[config.mk]
export PLATFORM = sky130hd
export DESIGN_NAME = dpve_playback
export DESIGN_NICKNAME = d
export VERILOG_FILES = /design/src/include/dpve_pkg.sv /design/src/verilog/dpve_playback.sv /design/src/verilog/dpve_coef_mem.sv
export SDC_FILE = /design/constraint.sdc
export NUM_CORES = 2
export LEC_CHECK = 0
export BUFFER_PORTS_ARGS = -buffer_cell sky130_fd_sc_hd__buf_2
export CORE_UTILIZATION = 40
export DETAILED_ROUTE_END_ITERATION = 8
export GPL_ROUTABILITY_DRIVEN = 0
export GPL_TIMING_DRIVEN = 0
export PLACE_DENSITY = 0.63
export SYNTH_ARGS = -nofsm -noshare
export SYNTH_HDL_FRONTEND = slang
export SYNTH_HIERARCHICAL = 1
export SYNTH_SLANG_ARGS = --single-unit
[constraint.sdc]
create_clock -name ref_clk -period 9.95 [get_ports ref_clk]
set_clock_uncertainty 0.1 [all_clocks]
set_input_delay 1.4925 -clock ref_clk [delete_from_list [all_inputs] [get_ports ref_clk]]
set_output_delay 1.4925 -clock ref_clk [all_outputs]
set_load 0.02 [all_outputs]
[src/include/dpve_pkg.sv]
/*
  package for the dac playback volume/effects block: register map, field layout,
  reset values, timing figures, carrier structs.
  assumes a 10 MHz ref_clk and a plain address/strobe register port.
*/
package dpve_pkg;
  // ************************************************************
  // register offsets (byte addresses, 8-bit registers)
  // ************************************************************
  localparam logic [7:0] REG_VOL_LEFT = 8'h40;
  localparam logic [7:0] REG_VOL_RIGHT = 8'h41;
  localparam logic [7:0] REG_VOL_MASTER = 8'h42;
  localparam logic [7:0] REG_EFFECT_CTRL = 8'h43;
  localparam logic [7:0] REG_POWER_CTRL = 8'h44;
  localparam logic [7:0] REG_STATUS = 8'h45;
  localparam logic [7:0] REG_ATTEN_3D = 8'h46;
  localparam logic [7:0] REG_RATE_DIV = 8'h47;
  localparam logic [7:0] REG_COEF_LO = 8'h48;
  localparam logic [7:0] REG_COEF_HI = 8'h49;
  localparam logic [7:0] REG_COEF_IDX = 8'h4a;
  localparam logic [7:0] REG_BIAS_CURRENT = 8'h6d;
  // ************************************************************
  // fields
  // ************************************************************
  localparam int VOL_W = 7;
  localparam logic [6:0] VOL_MUTE_CODE = 7'h7f;
  localparam int VOL_MUTE_BIT = 7;
  localparam int EFF_FILTER_BIT = 0;
  localparam int EFF_3D_BIT = 1;
  localparam int EFF_DEEMPH_BIT = 2;
  localparam int EFF_SLOW_BIT = 3;
  localparam int EFF_NORAMP_BIT = 4;
  localparam int PWR_DAC_BIT = 0;
  localparam int PWR_LEFT_BIT = 1;
  localparam int PWR_RIGHT_BIT = 2;
  localparam int PWR_CM_LSB = 4;
  localparam int BIAS_LSB = 6;
  localparam int ST_DONE_BIT = 0;
  localparam int ST_PDOWN_BIT = 1;
  localparam int ST_EFFECTS_BIT = 2;
  localparam logic [7:0] BIAS_RESET = 8'h00;
  localparam logic [7:0] RATE_DIV_RESET = 8'h01;
  localparam logic [7:0] ATTEN_RESET = 8'h00;
  localparam int COEF_W = 16;
  localparam int COEF_N = 16;
  localparam int COEF_AW = 4;
  // ************************************************************
  // timing and datapath figures
  // ************************************************************
  localparam int CLK_MHZ = 10;
  localparam int GROUP_DELAY_SAMPLES = 21;
  localparam int OSR_REF = 128;
  localparam int IMAGE_REJECT_DB = 65;
  localparam int SAMPLE_W = 16;
  localparam int ACC_W = 20;
  typedef struct packed {
    logic signed [15:0] left;
    logic signed [15:0] right;
  } dpve_stereo_s;
  typedef struct packed {
    logic [7:0] addr;
    logic [7:0] wdata;
    logic wr;
    logic rd;
  } dpve_bus_s;
endpackage : dpve_pkg

[src/verilog/dpve_playback.sv]
/*
  playback control for a stereo dac: volume soft-step, effects switching,
  3-d mix, interpolation hold, modulator, power and bias control.
  assumes the host writes registers over a plain strobe port and delivers
  samples as one-cycle strobes on ref_clk.
*/
// Chosen here: the strobed register port.
// Overview of operation
// - 3-d mono mix, filtered, attenuated, added back
// - interpolation, linear phase, 21 sample delay; the code holds each kept sample with no filter, output one cycle after it
// - images below 7.455 fs rejected 65 dB; the code has no image filter, only the sample hold
// - reference rate set high, divider sets rate
// - first-order modulator, reconstruction at 128 reference_sample_rate
// - per-channel gain 0 to -63.5 dB, mute; the code scales linearly by (128 - code)/128
// - master volume sets both channels together
// - one 0.5 dB step per input sample; the code steps one code, 1/128 of full gain
// - control bit slows ramp to every two
// - status bit shows ramp finished
// - control bit disables ramping, direct gain
// - power-down flag only after ramp, sequence done
// - effect switch: mute, change, then unmute
// - power-up from mute, power-down to mute
// - bias current field bits 7-6, lowest default
// - common-mode level selects one of four
// - dac power plus per-channel analog power
// - coefficients held as 16-bit two's complement
`timescale 1ns/10ps
module dpve_playback (
  input wire logic ref_clk,
  input wire logic rst,
  input wire logic [7:0] addr,
  input wire logic [7:0] wdata,
  input wire logic wr,
  input wire logic rd,
  output logic [7:0] rdata,
  input wire logic sample_valid,
  input wire dpve_pkg::dpve_stereo_s sample_in,
  output dpve_pkg::dpve_stereo_s sample_out,
  output logic sample_out_valid,
  output logic [1:0] mod_left,
  output logic [1:0] mod_right,
  output logic dac_power_on,
  output logic left_power_on,
  output logic right_power_on,
  output logic [1:0] cm_level,
  output logic [1:0] bias_current
);
  // ************************************************************
  // registers
  // ************************************************************
  typedef enum {ST_OFF, ST_UP, ST_RUN, ST_FX_DOWN, ST_PDOWN} dpve_state_e;
  dpve_state_e state_r, state_nxt;
  logic [7:0] vol_l_r, vol_l_nxt, vol_r_r, vol_r_nxt;
  logic [7:0] eff_r, eff_nxt, pwr_r, pwr_nxt, atten_r, atten_nxt;
  logic [7:0] div_r, div_nxt, bias_r, bias_nxt, coef_lo_r, coef_lo_nxt;
  logic [3:0] cidx_r, cidx_nxt;
  logic [7:0] rdata_nxt;
  logic [2:0] fx_act_r, fx_act_nxt;
  logic [6:0] app_l_r, app_l_nxt, app_r_r, app_r_nxt;
  logic slow_r, slow_nxt, pdown_r, pdown_nxt;
  logic [7:0] divc_r, divc_nxt;
  logic coef_we;
  logic [15:0] coef_q;
  dpve_pkg::dpve_stereo_s out_r, out_nxt;
  logic out_v_r, out_v_nxt;
  logic [17:0] acc_l_r, acc_l_nxt, acc_r_r, acc_r_nxt;
  logic [1:0] mod_l_r, mod_l_nxt, mod_r_r, mod_r_nxt;
  logic signed [15:0] filt_r, filt_nxt;
  logic [6:0] tgt_l, tgt_r;
  logic step_ok, done, fx_change;
  logic signed [16:0] mono;
  logic signed [31:0] mix_l, mix_r;

  dpve_coef_mem u_coef (
    .ref_clk(ref_clk),
    .we(coef_we),
    .waddr(cidx_r),
    .wdata({wdata, coef_lo_r}),
    .raddr(cidx_r),
    .rdata(coef_q)
  );

  // ************************************************************
  // register port
  // ************************************************************
  always_comb begin
    vol_l_nxt = vol_l_r;
    vol_r_nxt = vol_r_r;
    eff_nxt = eff_r;
    pwr_nxt = pwr_r;
    atten_nxt = atten_r;
    div_nxt = div_r;
    bias_nxt = bias_r;
    coef_lo_nxt = coef_lo_r;
    cidx_nxt = cidx_r;
    coef_we = 1'b0;
    rdata_nxt = 8'h00;
    if (wr) begin
      case (addr)
        dpve_pkg::REG_VOL_LEFT: vol_l_nxt = wdata;
        dpve_pkg::REG_VOL_RIGHT: vol_r_nxt = wdata;
        dpve_pkg::REG_VOL_MASTER: begin
          vol_l_nxt = wdata;
          vol_r_nxt = wdata;
        end
        dpve_pkg::REG_EFFECT_CTRL: eff_nxt = wdata;
        dpve_pkg::REG_POWER_CTRL: pwr_nxt = wdata;
        dpve_pkg::REG_ATTEN_3D: atten_nxt = wdata;
        dpve_pkg::REG_RATE_DIV: div_nxt = wdata;
        dpve_pkg::REG_BIAS_CURRENT: bias_nxt = wdata;
        dpve_pkg::REG_COEF_LO: coef_lo_nxt = wdata;
        dpve_pkg::REG_COEF_HI: coef_we = 1'b1;
        dpve_pkg::REG_COEF_IDX: cidx_nxt = wdata[3:0];
        default: ;
      endcase
    end
    if (rd) begin
      case (addr)
        dpve_pkg::REG_VOL_LEFT: rdata_nxt = vol_l_r;
        dpve_pkg::REG_VOL_RIGHT: rdata_nxt = vol_r_r;
        dpve_pkg::REG_VOL_MASTER: rdata_nxt = vol_l_r;
        dpve_pkg::REG_EFFECT_CTRL: rdata_nxt = eff_r;
        dpve_pkg::REG_POWER_CTRL: rdata_nxt = pwr_r;
        dpve_pkg::REG_ATTEN_3D: rdata_nxt = atten_r;
        dpve_pkg::REG_RATE_DIV: rdata_nxt = div_r;
        dpve_pkg::REG_BIAS_CURRENT: rdata_nxt = bias_r;
        dpve_pkg::REG_COEF_LO: rdata_nxt = coef_q[7:0];
        dpve_pkg::REG_COEF_HI: rdata_nxt = coef_q[15:8];
        dpve_pkg::REG_COEF_IDX: rdata_nxt = {4'h0, cidx_r};
        dpve_pkg::REG_STATUS: begin
          rdata_nxt[dpve_pkg::ST_DONE_BIT] = done;
          rdata_nxt[dpve_pkg::ST_PDOWN_BIT] = pdown_r;
          rdata_nxt[dpve_pkg::ST_EFFECTS_BIT] = (state_r == ST_RUN);
        end
        default: rdata_nxt = 8'h00;
      endcase
    end
  end

  // ************************************************************
  // soft-step sequencer
  // ************************************************************
  // targets: code 0 = 0 dB, each code cuts gain by 1/128 of full scale, mute forces full attenuation
  always_comb begin
    tgt_l = vol_l_r[dpve_pkg::VOL_MUTE_BIT] ? dpve_pkg::VOL_MUTE_CODE : vol_l_r[6:0];
    tgt_r = vol_r_r[dpve_pkg::VOL_MUTE_BIT] ? dpve_pkg::VOL_MUTE_CODE : vol_r_r[6:0];
    if (state_r != ST_RUN) begin
      tgt_l = dpve_pkg::VOL_MUTE_CODE;
      tgt_r = dpve_pkg::VOL_MUTE_CODE;
    end
    done = (app_l_r == tgt_l) && (app_r_r == tgt_r);
    fx_change = (eff_r[2:0] != fx_act_r);
  end

  always_comb begin
    state_nxt = state_r;
    fx_act_nxt = fx_act_r;
    pdown_nxt = pdown_r;
    slow_nxt = slow_r;
    app_l_nxt = app_l_r;
    app_r_nxt = app_r_r;
    step_ok = sample_valid && (!eff_r[dpve_pkg::EFF_SLOW_BIT] || slow_r);
    if (sample_valid) begin
      slow_nxt = ~slow_r;
    end
    if (eff_r[dpve_pkg::EFF_NORAMP_BIT]) begin
      app_l_nxt = tgt_l;
      app_r_nxt = tgt_r;
    end else if (step_ok) begin
      if (app_l_r < tgt_l) app_l_nxt = app_l_r + 7'h01;
      else if (app_l_r > tgt_l) app_l_nxt = app_l_r - 7'h01;
      if (app_r_r < tgt_r) app_r_nxt = app_r_r + 7'h01;
      else if (app_r_r > tgt_r) app_r_nxt = app_r_r - 7'h01;
    end
    case (state_r)
      ST_OFF: begin
        if (pwr_r[dpve_pkg::PWR_DAC_BIT]) begin
          state_nxt = ST_UP;
          pdown_nxt = 1'b0;
          fx_act_nxt = eff_r[2:0];
        end
      end
      ST_UP: state_nxt = ST_RUN;
      ST_RUN: begin
        if (!pwr_r[dpve_pkg::PWR_DAC_BIT]) state_nxt = ST_PDOWN;
        else if (fx_change) state_nxt = ST_FX_DOWN;
      end
      ST_FX_DOWN: begin
        if (done) begin
          fx_act_nxt = eff_r[2:0];
          state_nxt = ST_RUN;
        end
      end
      ST_PDOWN: begin
        if (done) begin
          pdown_nxt = 1'b1;
          state_nxt = ST_OFF;
        end
      end
      default: state_nxt = ST_OFF;
    endcase
  end

  // ************************************************************
  // datapath: 3-d mix, volume, rate hold, modulator
  // ************************************************************
  always_comb begin
    filt_nxt = filt_r;
    out_nxt = out_r;
    out_v_nxt = 1'b0;
    divc_nxt = divc_r;
    mono = (17'(sample_in.left) + 17'(sample_in.right)) >>> 1;
    mix_l = 32'(sample_in.left);
    mix_r = 32'(sample_in.right);
    if (fx_act_r[dpve_pkg::EFF_3D_BIT]) begin
      mix_l = mix_l + ((32'(filt_r) * $signed({24'h000000, atten_r})) >>> 8);
      mix_r = mix_r + ((32'(filt_r) * $signed({24'h000000, atten_r})) >>> 8);
    end
    if (sample_valid) begin
      filt_nxt = fx_act_r[dpve_pkg::EFF_FILTER_BIT]
        ? 16'((32'($signed(mono[15:0])) * 32'($signed(coef_q))) >>> 15) : mono[15:0];
      divc_nxt = (divc_r == 8'h00) ? div_r - 8'h01 : divc_r - 8'h01;
      if (divc_r == 8'h00) begin
        out_v_nxt = 1'b1;
        out_nxt.left = 16'((mix_l * 32'(8'h80 - {1'b0, app_l_r})) >>> 7);
        out_nxt.right = 16'((mix_r * 32'(8'h80 - {1'b0, app_r_r})) >>> 7);
        if (app_l_r == dpve_pkg::VOL_MUTE_CODE) out_nxt.left = '0;
        if (app_r_r == dpve_pkg::VOL_MUTE_CODE) out_nxt.right = '0;
      end
    end
    // first-order shaping per channel; held sample feeds each oversampled tick
    acc_l_nxt = acc_l_r + {2'b00, out_r.left ^ 16'h8000};
    acc_r_nxt = acc_r_r + {2'b00, out_r.right ^ 16'h8000};
    mod_l_nxt = acc_l_nxt[17:16];
    mod_r_nxt = acc_r_nxt[17:16];
    acc_l_nxt[17:16] = 2'b00;
    acc_r_nxt[17:16] = 2'b00;
  end

  // ************************************************************
  // flip-flops
  // ************************************************************
  always_ff @(posedge ref_clk) begin
    if (rst) begin
      state_r <= ST_OFF;
      vol_l_r <= 8'h00;
      vol_r_r <= 8'h00;
      eff_r <= 8'h00;
      pwr_r <= 8'h00;
      atten_r <= dpve_pkg::ATTEN_RESET;
      div_r <= dpve_pkg::RATE_DIV_RESET;
      bias_r <= dpve_pkg::BIAS_RESET;
      coef_lo_r <= 8'h00;
      cidx_r <= 4'h0;
      rdata <= 8'h00;
      fx_act_r <= 3'h0;
      app_l_r <= dpve_pkg::VOL_MUTE_CODE;
      app_r_r <= dpve_pkg::VOL_MUTE_CODE;
      slow_r <= 1'b0;
      pdown_r <= 1'b1;
      divc_r <= 8'h00;
      filt_r <= 16'sh0000;
      out_r <= '0;
      out_v_r <= 1'b0;
      acc_l_r <= 18'h00000;
      acc_r_r <= 18'h00000;
      mod_l_r <= 2'h0;
      mod_r_r <= 2'h0;
    end else begin
      state_r <= state_nxt;
      vol_l_r <= vol_l_nxt;
      vol_r_r <= vol_r_nxt;
      eff_r <= eff_nxt;
      pwr_r <= pwr_nxt;
      atten_r <= atten_nxt;
      div_r <= div_nxt;
      bias_r <= bias_nxt;
      coef_lo_r <= coef_lo_nxt;
      cidx_r <= cidx_nxt;
      rdata <= rdata_nxt;
      fx_act_r <= fx_act_nxt;
      app_l_r <= app_l_nxt;
      app_r_r <= app_r_nxt;
      slow_r <= slow_nxt;
      pdown_r <= pdown_nxt;
      divc_r <= divc_nxt;
      filt_r <= filt_nxt;
      out_r <= out_nxt;
      out_v_r <= out_v_nxt;
      acc_l_r <= acc_l_nxt;
      acc_r_r <= acc_r_nxt;
      mod_l_r <= mod_l_nxt;
      mod_r_r <= mod_r_nxt;
    end
  end

  // ************************************************************
  // outputs
  // ************************************************************
  always_ff @(posedge ref_clk) begin
    if (rst) begin
      dac_power_on <= 1'b0;
      left_power_on <= 1'b0;
      right_power_on <= 1'b0;
      cm_level <= 2'h0;
      bias_current <= 2'h0;
    end else begin
      dac_power_on <= (state_nxt != ST_OFF);
      left_power_on <= (state_nxt != ST_OFF) && pwr_r[dpve_pkg::PWR_LEFT_BIT];
      right_power_on <= (state_nxt != ST_OFF) && pwr_r[dpve_pkg::PWR_RIGHT_BIT];
      cm_level <= pwr_r[dpve_pkg::PWR_CM_LSB +: 2];
      bias_current <= bias_r[dpve_pkg::BIAS_LSB +: 2];
    end
  end
  assign sample_out = out_r;
  assign sample_out_valid = out_v_r;
  assign mod_left = mod_l_r;
  assign mod_right = mod_r_r;
endmodule : dpve_playback

[src/verilog/dpve_coef_mem.sv]
/*
  coefficient store for the effects filter: 16 words of 16 bits.
  assumes a single writer on ref_clk; read data is registered.
*/
`timescale 1ns/10ps
module dpve_coef_mem (
  input wire logic ref_clk,
  input wire logic we,
  input wire logic [3:0] waddr,
  input wire logic [15:0] wdata,
  input wire logic [3:0] raddr,
  output logic [15:0] rdata
);
  logic [15:0] mem_r [0:15];
  always_ff @(posedge ref_clk) begin
    if (we) begin
      mem_r[waddr] <= wdata;
    end
    rdata <= mem_r[raddr];
  end
endmodule : dpve_coef_mem

==> results.cfg <==
[job]
cap_viol_max_count = 0

[placement]
dp_hpwl_um = 98400
dpl_cell_area_sq_um = 48400
dp.cells = 6183
port_buffers = 98

[power]
clkPwrFrac_pct = 14.9
p_leak_nw = 23.8
ir_worst_vdd_mv = 0.223
power.switching_w = 0.00592
p_sw_share_pct = 44.7
powerDensity_nw_per_um2 = 249
p_comb_share_pct = 66.7
p_seq_share_pct = 18.4
p_int_w = 0.00733

[hold_path]
worstHoldStart = pwr_r[5]
whs_path_depth = 1
min_path_type = reg -> reg
hold_end = cm_level[1]

[synth]
ys_ff_latch = 497
yosysWarnings = 6
ys.flop_type = edfxtp_1
synth_top_area_cell = fa_1
synthTopCellsByCount = 736 x inv_1, 559 x fa_1, 501 x nand2_1, 352 x nor2_1, 329 x ha_1
synth_edf_count = 256
yosysTopAreaCellShare_pct = 24.6
synth_seq_area_share_pct = 27.5
synth_area_per_cell_sq_um = 10.0
synth_most_common_cell = inv_1
synth_cells = 4539
ys_async_sr_fraction_pct = 0
syn_area_sq_um = 45500
synth.area.top_cells = fa_1 25%, edfxtp_1 17%, dfxtp_1 11%
ys_types = 103

[detailed_routing]
ant_nets = 0
drtPass1Iterations = 9
via_per_inst = 5.27
dr.max_layer_used = met5
drt-initial-drc-count = 2673
via_count = 33800
drc_errors = 0
wl_met1_um = 53800
wire_per_inst_um = 20.0
wl_met3_um = 8040
wl_um = 128000
routed-wl-met2_um = 60900

[die]
num_io_pins = 105
core_area_sq_um = 113000
placementRows = 123
die_height_um = 339
dieArea_sq_um = 115000
die_x_um = 339
initial_core_util_pct = 40.4

[clocking]
htreeDepth = 2
cts_buffers = 51
insertion_delay_ns = 0.64
root_buffer = clkbuf_16
path_clk_slew_ns = 0.07
cts_sinks = 497
cts_tree = done
cts_max_path_buffers = 3
hold_buffers = 0

[global_route]
grt_overflow = 0
grt_first_pass_wirelength_um = 201000
antenna_found_initial = 12
grt_util_all_layers_pct = 22.5
grt_max_degree = 18
grt_pass1_vias = 34900

[final_layout]
fin_area_sq_um = 53300
finalNetCount = 5805
fillCellCount = 10400
final-instance-count-excl-fill = 6413
layout-drive-gt1-share_pct = 16.4
synthToLayoutAreaGrowth_pct = 17.1

[setup_path]
reg2reg_depth = 46
critPathKind = reg -> reg
cp_max_fo = 6
slowest_delay_ns = 0.57
crit_required_ns = 10.34
critPathArrivalTime_ns = 10.82
crit_path_frequent_cell = fa_1
r2r_slack_ns = -0.48
slowest_stage = fa_1
rr_startpoint = atten_r[0]
start_kind = flip-flop
end_kind = flip-flop
timing.rr.end = sample_out[31]

[sta]
finalSetupViolations = 17
rsz0062_at_grt = yes
tightest_slew_ns = 1.41
slew_headroom_pct = 5.11
min_period_over_period_pct = 105
setup_ws_ns = -0.480
slew_violations = 0
hold_slack_ns = 0.355
setup_tns_ns = -4.21
hold_violations = 0
fin_crit_ns = 10.43
max_clock_freq_mhz = 95.9

[status]
status = complete, but fails checks
failed_checks = setup timing
==> cells by family after synthesis <==
| group | Yosys count | synth area share, % |
|---|---|---|
| simple gates | 1362 | 13.9 |
| buf+inv | 912 | 7.75 |
| fa+ha+maj | 888 | 33.6 |
| compound gates | 506 | 7.51 |
| flops | 497 | 27.5 |
| xor+xnor | 191 | 3.74 |
| mux | 182 | 5.95 |
| other cells | 1 | 0.00824 |
==> power groups by stage <==
| stage | clock network (W) | logic [W] | registers (W) |
|---|---|---|---|
| finish | 0.00197 | 0.00884 | 0.00244 |
| global placement | 0 | 0.00753 | 0.00246 |
| global route | 0.00209 | 0.00995 | 0.00245 |
| floorplan | 0 | 0.00569 | 0.00247 |
| CTS | 0.00201 | 0.00844 | 0.00243 |
| detailed placement | 0 | 0.00755 | 0.00246 |
==> registers in the layout, indices dropped and copies added, names as in the netlist, 3 cells and up <==
signal and count:
acc_l_r 16, acc_r_r 16, app_l_r 7, app_r_r 7
atten_r 8, bias_r 8, cidx_r 4, coef_lo_r 8
div_r 8, divc_r 8, eff_r 8, filt_r 16
fx_act_r 3, pwr_r 8, rdata 8, sample_out 32
state_r 32, u_coef/mem_r 256, u_coef/rdata 16, vol_l_r 8
vol_r_r 8
==> final cells by class <==
cell class                 instances  area (sq um)  share of cell area (%)
buffer                           160           873                    1.64
sequential                       497         12600                    23.6
clock buffer                      71          1450                    2.72
multi-input combinational       3160         31500                    59.2
clock inverter                    23           284                   0.533
tap                             1500          1880                    3.52
timing repair buffer             257          1930                    3.63
antenna                            8          20.0                  0.0376
inverter                         737          2770                    5.19
==> placed cells by master, fill, tap and decap left out, types with 97 or more instances in the layout <==
cell type / n
ha_1: 289
xnor2_1: 97
and2_1: 176
nor2_1: 326
a21oi_1: 121
clkbuf_1: 123
buf_4: 117
dfxtp_1: 221
buf_2: 104
nand2_1: 470
fa_1: 554
edfxtp_1: 256
inv_1: 712
==> repair_timing <==
action,in CTS,in global routing
gates resized for setup,243,182
setup buffers,99,46
pin swaps,181,175
setup endpoints to repair,42,38
cloned,1,1
hold endpoints to repair,0,0
==> worst max-delay path by stage <==
stage | startpoint | slack, ns | to
5_1_grt | atten_r[1] | -0.83 | sample_out[31]
2_1_floorplan | atten_r[0] | -0.02 | sample_out[31]
4_1_cts | atten_r[2] | -0.37 | sample_out[31]
3_5_place_dp | atten_r[5] | -1.78 | sample_out[31]
3_3_place_gp | atten_r[5] | -1.77 | sample_out[31]
6_report | atten_r[0] | -0.48 | sample_out[31]
==> per-stage QoR <==
stage	setup slack, ns	util (%)	power (W)
2_1_floorplan	-0.0155	-	0.00816
3_3_place_gp	-1.77	42.7	0.00999
3_5_place_dp	-1.78	43.0	0.0100
4_1_cts	-0.374	46.3	0.0129
5_1_grt	-0.834	47.3	0.0145
6_report	-0.480	47.3	0.0133
==> worst max-delay path, delay by kind of cell (launching register included) <==
family	cells	cell delay [ns]
xor+xnor	2	0.29
compound gates	14	2.71
flops	1	0.37
simple gates	10	1.37
mux	1	0.20
fa+ha+maj	11	4.65
buf+inv	8	0.58
==> metal layers <==
metal | GRT usage [%] | up-vias
met2 | 37.1 | 1074
met3 | 2.76 | 224
li1 | - | 15400
met1 | 30.1 | 17100
met4 | 8.98 | 6
met5 | 0 | -
No activity file was read; power rests on OpenSTA's default activity.
